===== src/angsnt_consts.vh =====
// Register map, field positions, reset values and timing constants of the angle SENT transmitter
`ifndef ANGSNT_CONSTS_VH
`define ANGSNT_CONSTS_VH

// ---------------------------------------------------------------
// Register byte offsets
// ---------------------------------------------------------------
`define ANGSNT_OFS_SYS      12'h000
`define ANGSNT_OFS_ZERO     12'h004
`define ANGSNT_OFS_MAXANG   12'h008
`define ANGSNT_OFS_SWANG    12'h00C
`define ANGSNT_OFS_CLHI     12'h010
`define ANGSNT_OFS_CLLO     12'h014
`define ANGSNT_OFS_GAIN     12'h018
`define ANGSNT_OFS_LOCK     12'h01C
`define ANGSNT_OFS_STAT     12'h020
`define ANGSNT_OFS_OEM0     12'h040
`define ANGSNT_OFS_OEM7     12'h05C

// ---------------------------------------------------------------
// System settings word fields
// ---------------------------------------------------------------
`define ANGSNT_B_SLOPE_NEG  0
`define ANGSNT_B_CRC_LEGACY 1
`define ANGSNT_B_PAUSE_EN   2
`define ANGSNT_B_LEN297     3
`define ANGSNT_F_FMT_LO     4
`define ANGSNT_F_FMT_HI     6
`define ANGSNT_F_TICK_LO    8
`define ANGSNT_F_TICK_HI    9
`define ANGSNT_B_SLOW_EN    10
`define ANGSNT_B_DIAG_EN    11
`define ANGSNT_B_SENT_EN    12
`define ANGSNT_F_SLOW_LO    13
`define ANGSNT_F_SLOW_HI    14

// ---------------------------------------------------------------
// Format codes
// ---------------------------------------------------------------
`define ANGSNT_FMT_A1       3'h0
`define ANGSNT_FMT_H1       3'h1
`define ANGSNT_FMT_A3       3'h2
`define ANGSNT_FMT_H4       3'h3
`define ANGSNT_FMT_H3       3'h4

// ---------------------------------------------------------------
// Reset values
// ---------------------------------------------------------------
`define ANGSNT_RST_SYS      16'h1020
`define ANGSNT_RST_MAXANG   12'hFFF
`define ANGSNT_RST_SWANG    12'hFFF
`define ANGSNT_RST_CLHI     12'hFFF
`define ANGSNT_RST_CLLO     12'h000
`define ANGSNT_RST_GAIN     12'h400

// ---------------------------------------------------------------
// Timing and CRC
// ---------------------------------------------------------------
`define ANGSNT_CLK_MHZ      250
`define ANGSNT_TICK0_NS     2700
`define ANGSNT_TICK1_NS     3000
`define ANGSNT_TICK2_NS     4500
`define ANGSNT_TICK3_NS     6000
`define ANGSNT_SYNC_TICKS   8'h38
`define ANGSNT_LOW_TICKS    8'h05
`define ANGSNT_NIB_BASE     8'h0C
`define ANGSNT_LEN_A1H1     9'h0EF
`define ANGSNT_LEN_A3H4     9'h10D
`define ANGSNT_LEN_H3       9'h0C4
`define ANGSNT_LEN_ALL      9'h129
`define ANGSNT_CRC_SEED     4'h5
`define ANGSNT_CRC_POLY     4'hD

`endif


===== src/angsnt_top.v =====
// Angle mapping, SENT frame transmitter and APB register file
// How it works
// - Settings bit 12 selects SENT or analog
// - Positive slope: past max angle gives high clamp
// - Positive slope: past switch angle gives low clamp
// - Negative slope swaps the two clamp levels
// - Angle maps linearly, slope sign configurable
// - Fast channel carries a 12-bit value
// - Nibble is interval between two falling edges
// - Tick period 2.7, 3, 4.5 or 6 us
// - Sync, status, data, CRC, optional pause
// - Formats A.1, H.1, A.3, H.4, H.3
// - Angle relative to zero, 180 degree period
// - Lock bit blocks all later configuration writes
// - Eight 12-bit customer storage words
// - Sync pulse lasts exactly 56 ticks
// - Status: diagnostic, pre-warning, slow channel bits
// - CRC over data, seed 0101b, two variants
// - Pause keeps frame length constant while 12 or more ticks remain for it, else the pause is 12 ticks
//
// The register offsets and the APB interface to the registers were chosen for this implementation.
`include "angsnt_consts.vh"

module angsnt_top #(
   parameter ANG_W = 12
) (
   input  wire             CLK_SYS_IN,
   input  wire             SYS_RST_IN,
   input  wire             PSEL_IN,
   input  wire             PENABLE_IN,
   input  wire             PWRITE_IN,
   input  wire [11:0]      PADDR_IN,
   input  wire [31:0]      PWDATA_IN,
   output wire [31:0]      PRDATA_OUT,
   output wire             PREADY_OUT,
   output wire             PSLVERR_OUT,
   input  wire [ANG_W-1:0] ANGLE_IN,
   input  wire             DIAG_IN,
   input  wire             PREWARN_IN,
   output wire             SENT_PIN_OUT,
   output wire             SENT_SEL_OUT,
   output wire [ANG_W-1:0] DAC_VALUE_OUT
);

   // ---------------------------------------------------------------
   // Helpers
   // ---------------------------------------------------------------
   // One table step of the 4-bit checksum: shift four times, then add data
   function [3:0] angsnt_crc_step;
      input [3:0] c;
      input [3:0] d;
      integer     k;
      reg   [3:0] x;
      begin
         x = c;
         for (k = 0; k < 4; k = k + 1) begin
            if (x[3]) begin
               x = {x[2:0], 1'b0} ^ `ANGSNT_CRC_POLY;
            end else begin
               x = {x[2:0], 1'b0};
            end
         end
         angsnt_crc_step = x ^ d;
      end
   endfunction

   // Clock cycles per tick for each period selection
   function [10:0] angsnt_tick_div;
      input [1:0] sel;
      integer     q;
      begin
         case (sel)
            2'h0:    q = (`ANGSNT_TICK0_NS * `ANGSNT_CLK_MHZ) / 1000;
            2'h1:    q = (`ANGSNT_TICK1_NS * `ANGSNT_CLK_MHZ) / 1000;
            2'h2:    q = (`ANGSNT_TICK2_NS * `ANGSNT_CLK_MHZ) / 1000;
            default: q = (`ANGSNT_TICK3_NS * `ANGSNT_CLK_MHZ) / 1000;
         endcase
         // Every divisor fits eleven bits, the cut is deliberate
         angsnt_tick_div = q[10:0];
      end
   endfunction

   // ---------------------------------------------------------------
   // Register file
   // ---------------------------------------------------------------
   reg  [15:0] sys_r;
   reg  [11:0] zero_r;
   reg  [11:0] maxang_r;
   reg  [11:0] swang_r;
   reg  [11:0] clhi_r;
   reg  [11:0] cllo_r;
   reg  [11:0] gain_r;
   reg         lock_r;
   reg  [11:0] oem_r [0:7];
   reg  [31:0] prdata_r;
   reg  [31:0] rd_nxt;
   reg         map_hit;
   integer     i;

   wire        acc     = PSEL_IN & PENABLE_IN;
   wire        wr      = acc & PWRITE_IN;
   wire        is_oem  = (PADDR_IN >= `ANGSNT_OFS_OEM0) && (PADDR_IN <= `ANGSNT_OFS_OEM7)
                         && (PADDR_IN[1:0] == 2'h0);
   wire [2:0]  oem_idx = PADDR_IN[4:2];
   // Status word for readback, built below from frame engine state and the mapped value
   wire [31:0] stat_w;

   // Read mux and address decode
   always @* begin
      map_hit = 1'b1;
      rd_nxt  = 32'h0;
      case (PADDR_IN)
         `ANGSNT_OFS_SYS:    rd_nxt = {16'h0, sys_r};
         `ANGSNT_OFS_ZERO:   rd_nxt = {20'h0, zero_r};
         `ANGSNT_OFS_MAXANG: rd_nxt = {20'h0, maxang_r};
         `ANGSNT_OFS_SWANG:  rd_nxt = {20'h0, swang_r};
         `ANGSNT_OFS_CLHI:   rd_nxt = {20'h0, clhi_r};
         `ANGSNT_OFS_CLLO:   rd_nxt = {20'h0, cllo_r};
         `ANGSNT_OFS_GAIN:   rd_nxt = {20'h0, gain_r};
         `ANGSNT_OFS_LOCK:   rd_nxt = {31'h0, lock_r};
         `ANGSNT_OFS_STAT:   rd_nxt = stat_w;
         default: begin
            if (is_oem) begin
               rd_nxt = {20'h0, oem_r[oem_idx]};
            end else begin
               map_hit = 1'b0;
            end
         end
      endcase
   end

   // Zero-wait slave; read data is captured in the setup cycle
   assign PREADY_OUT  = 1'b1;
   assign PRDATA_OUT  = prdata_r;
   assign PSLVERR_OUT = acc & (~map_hit | (PWRITE_IN & lock_r & (PADDR_IN != `ANGSNT_OFS_STAT)));

   // Register writes; status is read-only and writes to it are dropped
   always @(posedge CLK_SYS_IN or posedge SYS_RST_IN) begin
      if (SYS_RST_IN) begin
         sys_r    <= `ANGSNT_RST_SYS;
         zero_r   <= 12'h000;
         maxang_r <= `ANGSNT_RST_MAXANG;
         swang_r  <= `ANGSNT_RST_SWANG;
         clhi_r   <= `ANGSNT_RST_CLHI;
         cllo_r   <= `ANGSNT_RST_CLLO;
         gain_r   <= `ANGSNT_RST_GAIN;
         lock_r   <= 1'b0;
         prdata_r <= 32'h0;
         for (i = 0; i < 8; i = i + 1) begin
            oem_r[i] <= 12'h000;
         end
      end else begin
         if (PSEL_IN & ~PENABLE_IN) begin
            prdata_r <= rd_nxt;
         end
         if (wr & ~lock_r) begin
            case (PADDR_IN)
               `ANGSNT_OFS_SYS:    sys_r    <= PWDATA_IN[15:0];
               `ANGSNT_OFS_ZERO:   zero_r   <= PWDATA_IN[11:0];
               `ANGSNT_OFS_MAXANG: maxang_r <= PWDATA_IN[11:0];
               `ANGSNT_OFS_SWANG:  swang_r  <= PWDATA_IN[11:0];
               `ANGSNT_OFS_CLHI:   clhi_r   <= PWDATA_IN[11:0];
               `ANGSNT_OFS_CLLO:   cllo_r   <= PWDATA_IN[11:0];
               `ANGSNT_OFS_GAIN:   gain_r   <= PWDATA_IN[11:0];
               `ANGSNT_OFS_LOCK:   lock_r   <= PWDATA_IN[0];
               default: begin
                  if (is_oem) begin
                     oem_r[oem_idx] <= PWDATA_IN[11:0];
                  end
               end
            endcase
         end
      end
   end

   // ---------------------------------------------------------------
   // Angle to output value mapping
   // ---------------------------------------------------------------
   // Full 12-bit code spans 180 degrees, so the wrap of the subtraction gives the period
   wire [11:0] rel    = ANGLE_IN - zero_r;
   wire [23:0] prod   = rel * gain_r;
   wire [12:0] scaled = (prod[23:22] != 2'h0) ? 13'h0FFF : {1'b0, prod[21:10]};
   wire [12:0] span   = {1'b0, clhi_r} - {1'b0, cllo_r};
   wire [12:0] lin    = (scaled > span) ? span : scaled;
   wire        neg    = sys_r[`ANGSNT_B_SLOPE_NEG];
   reg  [11:0] val_nxt;
   reg  [11:0] val_r;

   // Linear region, then the two clamp regions beyond the maximum angle
   always @* begin
      if (rel <= maxang_r) begin
         val_nxt = neg ? (clhi_r - lin[11:0]) : (cllo_r + lin[11:0]);
      end else if (rel < swang_r) begin
         val_nxt = neg ? cllo_r : clhi_r;
      end else begin
         val_nxt = neg ? clhi_r : cllo_r;
      end
   end

   always @(posedge CLK_SYS_IN or posedge SYS_RST_IN) begin
      if (SYS_RST_IN) begin
         val_r <= 12'h000;
      end else begin
         val_r <= val_nxt;
      end
   end

   // ---------------------------------------------------------------
   // Frame builder
   // ---------------------------------------------------------------
   reg  [7:0]  loop_r;
   reg  [23:0] data_w;
   reg  [2:0]  ndata_w;
   reg  [8:0]  flen_w;
   reg  [3:0]  crc_w;
   reg  [3:0]  stat_nib;
   integer     j;
   wire [2:0]  fmt = sys_r[`ANGSNT_F_FMT_HI:`ANGSNT_F_FMT_LO];

   // D0 in the low bits; the value mapped this cycle, so no stale first frame
   always @* begin
      ndata_w = 3'h6;
      flen_w  = `ANGSNT_LEN_A1H1;
      case (fmt)
         `ANGSNT_FMT_A3, `ANGSNT_FMT_H4: begin
            data_w = {~val_nxt[11:8], loop_r[3:0], loop_r[7:4], val_nxt[3:0], val_nxt[7:4],
                      val_nxt[11:8]};
            flen_w = `ANGSNT_LEN_A3H4;
         end
         `ANGSNT_FMT_H3: begin
            data_w  = {8'h00, 1'b0, val_nxt[2:0], 1'b0, val_nxt[5:3], 1'b0, val_nxt[8:6],
                       1'b0, val_nxt[11:9]};
            ndata_w = 3'h4;
            flen_w  = `ANGSNT_LEN_H3;
         end
         default: begin
            data_w = {~val_nxt[11:8], ~val_nxt[7:4], ~val_nxt[3:0], val_nxt[3:0], val_nxt[7:4],
                      val_nxt[11:8]};
         end
      endcase
      if (sys_r[`ANGSNT_B_LEN297]) begin
         flen_w = `ANGSNT_LEN_ALL;
      end
      crc_w = `ANGSNT_CRC_SEED;
      for (j = 0; j < 6; j = j + 1) begin
         if (j < ndata_w) begin
            crc_w = angsnt_crc_step(crc_w, data_w[4*j +: 4]);
         end
      end
      if (~sys_r[`ANGSNT_B_CRC_LEGACY]) begin
         crc_w = angsnt_crc_step(crc_w, 4'h0);
      end
      stat_nib = {sys_r[`ANGSNT_B_SLOW_EN] ? sys_r[`ANGSNT_F_SLOW_HI:`ANGSNT_F_SLOW_LO] : 2'h0,
                  PREWARN_IN, DIAG_IN & sys_r[`ANGSNT_B_DIAG_EN]};
   end

   // ---------------------------------------------------------------
   // Frame engine
   // ---------------------------------------------------------------
   reg         run_r;
   reg  [10:0] div_r;
   reg  [10:0] tdiv_r;
   reg  [7:0]  tick_r;
   reg  [7:0]  dur_r;
   reg  [3:0]  idx_r;
   reg  [8:0]  used_r;
   reg  [31:0] nibs_r;
   reg  [2:0]  nd_r;
   reg  [8:0]  flen_r;
   reg         pause_r;
   reg         pin_r;
   reg  [7:0]  dur_nxt;
   wire        sent_en  = sys_r[`ANGSNT_B_SENT_EN];
   wire        tick     = run_r & (div_r == tdiv_r - 11'h001);
   wire        nib_end  = tick & (tick_r == dur_r - 8'h01);
   wire [3:0]  crc_idx  = {1'b0, nd_r} + 4'h2;
   wire        last_nib = pause_r ? (idx_r == crc_idx + 4'h1) : (idx_r == crc_idx);
   wire        start    = sent_en & (~run_r | (nib_end & last_nib));
   wire [8:0]  used_nxt = used_r + {1'b0, dur_r};
   wire [3:0]  nxt_idx  = idx_r + 4'h1;
   wire [3:0]  nib_sel  = nibs_r[4*(nxt_idx - 4'h1) +: 4];

   // Length of the nibble that follows the current one
   always @* begin
      if (nxt_idx > crc_idx) begin
         // pause fills frame, never below one nibble floor
         dur_nxt = (flen_r > used_nxt + {1'b0, `ANGSNT_NIB_BASE}) ?
                   flen_r[7:0] - used_nxt[7:0] : `ANGSNT_NIB_BASE;
      end else begin
         dur_nxt = `ANGSNT_NIB_BASE + {4'h0, nib_sel};
      end
   end

   always @(posedge CLK_SYS_IN or posedge SYS_RST_IN) begin
      if (SYS_RST_IN) begin
         run_r   <= 1'b0;
         div_r   <= 11'h000;
         tdiv_r  <= 11'h001;
         tick_r  <= 8'h00;
         dur_r   <= `ANGSNT_SYNC_TICKS;
         idx_r   <= 4'h0;
         used_r  <= 9'h000;
         nibs_r  <= 32'h0;
         nd_r    <= 3'h6;
         flen_r  <= `ANGSNT_LEN_A1H1;
         pause_r <= 1'b0;
         loop_r  <= 8'h00;
         pin_r   <= 1'b1;
      end else begin
         if (start) begin
            run_r   <= 1'b1;
            div_r   <= 11'h000;
            tdiv_r  <= angsnt_tick_div(sys_r[`ANGSNT_F_TICK_HI:`ANGSNT_F_TICK_LO]);
            tick_r  <= 8'h00;
            dur_r   <= `ANGSNT_SYNC_TICKS;
            idx_r   <= 4'h0;
            used_r  <= 9'h000;
            nd_r    <= ndata_w;
            flen_r  <= flen_w;
            pause_r <= sys_r[`ANGSNT_B_PAUSE_EN];
            nibs_r  <= ({28'h0, crc_w} << (4 * ({1'b0, ndata_w} + 4'h1)))
                       | {4'h0, data_w, stat_nib};
            loop_r  <= loop_r + 8'h01;
         end else if (~sent_en & nib_end & last_nib) begin
            // Disable takes effect only at a frame boundary
            run_r <= 1'b0;
         end else if (nib_end) begin
            div_r  <= 11'h000;
            tick_r <= 8'h00;
            idx_r  <= nxt_idx;
            used_r <= used_nxt;
            dur_r  <= dur_nxt;
         end else if (tick) begin
            div_r  <= 11'h000;
            tick_r <= tick_r + 8'h01;
         end else if (run_r) begin
            div_r <= div_r + 11'h001;
         end
         // low phase opens each nibble with a falling edge
         pin_r <= ~(start | (run_r & ~(~sent_en & nib_end & last_nib) &
                  (nib_end ? 1'b1 : (tick ? (tick_r + 8'h01 < `ANGSNT_LOW_TICKS)
                                          : (tick_r < `ANGSNT_LOW_TICKS)))));
      end
   end

   // ---------------------------------------------------------------
   // Outputs
   // ---------------------------------------------------------------
   // pin mode select
   assign SENT_SEL_OUT  = sent_en;
   assign SENT_PIN_OUT  = pin_r;
   assign DAC_VALUE_OUT = val_r;
   assign stat_w        = {7'h0, run_r, idx_r, loop_r, val_r};

endmodule


===== config.mk =====
export PLATFORM = sky130hd
export DESIGN_NAME = angsnt_top
export DESIGN_NICKNAME = d
export VERILOG_FILES = /design/src/angsnt_top.v
export VERILOG_INCLUDE_DIRS = /design/src
export SDC_FILE = /design/constraint.sdc
export NUM_CORES = 1
export LEC_CHECK = 0
export BUFFER_PORTS_ARGS = -buffer_cell sky130_fd_sc_hd__buf_2
export CORE_AREA = 10 10 263 265
export CTS_BUF_LIST = sky130_fd_sc_hd__clkbuf_2
export DETAILED_ROUTE_END_ITERATION = 10
export DIE_AREA = 0 0 273 275
export GPL_ROUTABILITY_DRIVEN = 0
export PLACE_DENSITY = 0.57
export SLEW_MARGIN = 15
export SYNTH_ARGS = -nofsm -noshare
export SYNTH_HDL_FRONTEND = slang
export SYNTH_SLANG_ARGS = --single-unit

===== constraint.sdc =====
create_clock -name CLK_SYS_IN -period 14.3 [get_ports CLK_SYS_IN]
set_input_delay 0.715 -clock CLK_SYS_IN [delete_from_list [all_inputs] [get_ports CLK_SYS_IN]]
set_output_delay 0.715 -clock CLK_SYS_IN [all_outputs]
set_load 0.01 [all_outputs]

==> results.txt <==
die height: 275 um
final hold slack: 0.1211 ns
crit path buf inv count: 7
Crit path max-delay family: compound AO/OA/AOI/OAI gates
Skew-Pair Late Insertion Delay: 1.00 ns
most numerous cell in the Yosys netlist: nand2_1
Fin. Hold Viols: 0
Synth Flop Type: dfrtp_1
CTS Sinks: 320
Worst R2R Start: zero_r[1]
initial antenna violation count: 4
Register-to-Register Path Depth: 57
post-synthesis compound-gate area fraction: 14.88%
Via Count: 20,530
P_leak: 0.01367 uW
Starting Density: 39.68%
first-pass GRT wire length: 115,700 um
status: finished, final reports clean
H-tree levels: 3
Final Cycle Share: 95.64%
hold_sp: PWDATA_IN[1]
Layout area overhead: 9.734%
Async SR Flop Fraction: 100.0%
Max VDD drop: 0.3312 mV
die area: 75,080 um2
Fillers: 6,286
count of pins over their slew limit: 0
register area share after synthesis: 31.84%
Die Wd: 273 um
CP peak stage delay: 0.55 ns
CP most frequent cell: a21oi_1
clk_skew: 0.07749 ns
io pins: 111
share of cells above drive strength 1: 21.43%
largest family of logic cells by synthesized area: adder cells
CTS tree: yes
post-synthesis sequential element count: 320
maxcap violations: 0
Relative slew margins: 23.31%
largest cells by area after synthesis: dfrtp_1 (27%), ha_1 (8.4%), fa_1 (8.3%), mux2_2 (7.5%), dfstp_2 (5.2%)
R2R Path End: nibs_r[20]
Yosys cell types: 89
drt wl/cell: 20.10 um
dominant cell type by area after synthesis: dfrtp_1
Synth Area in Simple Gates: 13.35%
CP max stage cell: fa_1
Max Buffers Root-to-Sink: 3
row count: 93
CTS Buf Count: 79
post-place setup slack: -0.03834 ns
Port Buffer Count: 86
R2R setup slack: 0.62 ns
Cell Area, Synth: 25,350 um2
Residual DRC: 0
Hold Path Class: primary input to flop
CP max FO: 9
DRT Pass-1 Iters: 6
via density per instance: 5.585
hold endpoint: zero_r[1]
CP Class: flop to flop
gr ovfl total: 0
number of synthesized flops with an enable pin: 0
largest net degree at the start of global routing: 100
CTS root buffer: clkbuf_2
Synth Instances: 2,655
worst setup margin: 0.6228 ns
XOR/XNOR share of the synthesized area: 6.081%
ANT nets after route: 0
Power Density: 136.1 nW/um2
Crit. Startpoint: zero_r[1]
Iter 0 DRT Violations: 1,583
Layout Nets: 3,095
worst hold path depth: 3
Synth Area in Adders: 16.73%
Worst EP required: 15.07 ns
Tot Pwr: 3786 uW
mux contribution to synthesized area: 11.25%
Post-Syn Area per Cell: 9.547 um2
Detail Placement HPWL: 54,880 um
Clock transition at path regs: 0.14 ns
core area: 63,880 um2
CP endpoint kind: flop
top cell type's share of synthesized area: 26.65%
yosys warns: 0
fmax: 73.11 MHz
Worst Max-Slew Pin Slew: 1.146 ns
Total Routing Usage GR: 19.28%
synth cell count leaders: nand2_1 (313), dfrtp_1 (270), inv_1 (239)
total wire length: 73,890 um
Setup-failing EPs final: 0
Tmin final: 13.68 ns
vias in the first global route: 20,581
Data arrival, critical path: 14.45 ns
Setup TNS: 0 ns
crit start category: flop
-- placed cells by master (no fill, tap or decap), types with 20 or more instances in the layout --
| cell | n |
|---|---|
| fa_1 | 105 |
| nand2_1 | 312 |
| nand2b_1 | 23 |
| buf_2 | 86 |
| dfstp_2 | 50 |
| xor2_1 | 60 |
| mux4_2 | 31 |
| xnor2_1 | 81 |
| nor2b_1 | 28 |
| nor3_1 | 24 |
| dfrtp_1 | 269 |
| inv_1 | 238 |
| ha_1 | 166 |
| clkbuf_2 | 117 |
| mux2_2 | 168 |
| buf_4 | 62 |
| mux2i_1 | 20 |
| nand3_1 | 58 |
| o21ai_0 | 158 |
| nor2_1 | 116 |
| a21oi_1 | 104 |
| a21o_1 | 37 |
| and2_1 | 65 |
| a22oi_1 | 43 |
-- final cells by class --
class | count | area [um2] | share of cell area, %
diodes | 2 | 5.005 | 0.01799
flip-flops and latches | 320 | 8071 | 29.02
multi-input cells | 1957 | 16050 | 57.70
clock inverters | 27 | 135.1 | 0.4858
clock buffers | 117 | 585.6 | 2.105
well taps | 855 | 1070 | 3.846
repair buffers | 157 | 987.2 | 3.549
inverters | 241 | 912.1 | 3.279
-- per-layer routing --
metal	track usage (%)	share of wire (%)	wire length, um
met2	31.92	47	34980
met3	3.178	5.1	3783
met1	25.47	45	33120
met4	6.063	2.7	1993
met5	0	0.018	13
-- report_power, final --
group | total, uW | leakage (uW) | switching [uW] | internal [uW]
Clock | 616 | 0.000538 | 392 | 223
Combinational | 2200 | 0.00904 | 1110 | 1080
Sequential | 971 | 0.00409 | 45.0 | 926
Total | 3790 | 0.0137 | 1550 | 2230
-- timing repair --
item                                   CTS  global route
setup endpoints to repair                0             8
setup buffers                            0            12
endpoints found under the hold margin   80             0
hold buffers                             8             0
resized for setup                        0            46
-- how the worst max path moves through the flow --
stage	to	slack, ns	depth (start not counted)
floorplan	nibs_r[22]	0.65	63
detailed placement	nibs_r[20]	-0.04	59
CTS	nibs_r[20]	0.17	59
global placement	nibs_r[20]	0.13	59
finish	nibs_r[20]	0.62	57
global route	nibs_r[20]	-0.07	60
-- per-stage QoR --
step,instance area [um2],utilization [%],std cells
after detailed placement,26730,41.84,3510
after CTS,27530,43.09,3662
after global placement,26730,41.84,3510
after floorplan,25370,-,2661
final,27820,43.54,3676
after global routing,27810,43.54,3675
-- cell families after synthesis --
family	Yosys count
buffers and inverters	384
xor gates and xnor gates	160
DFF	320
and+or+nand+nor	720
muxes	225
other	2
AOI/OAI and AO/OA	568
adders and majority gates	276
-- flip-flops by register name, indices dropped and copies added (netlist names), 4 cells and up --
name,count
used_r,9
clhi_r,12
idx_r,4
nibs_r,32
tdiv_r,8
PRDATA_OUT,25
flen_r,6
oem_r,96
loop_r,8
cllo_r,12
sys_r,16
swang_r,12
gain_r,12
div_r,11
DAC_VALUE_OUT,12
tick_r,8
zero_r,12
maxang_r,12
dur_r,8
-- worst register-to-register path: cells and delay by family, from the launching register on --
kind / cells / cell delay (ns)
compound gates: 23 / 4.07
xor+xnor: 7 / 1.93
fa+ha+maj: 9 / 3.73
buf+inv: 7 / 0.83
flops: 1 / 0.41
mux: 4 / 1.14
simple gates: 7 / 1.30
Note: power is estimated with default switching activity, not from simulation.
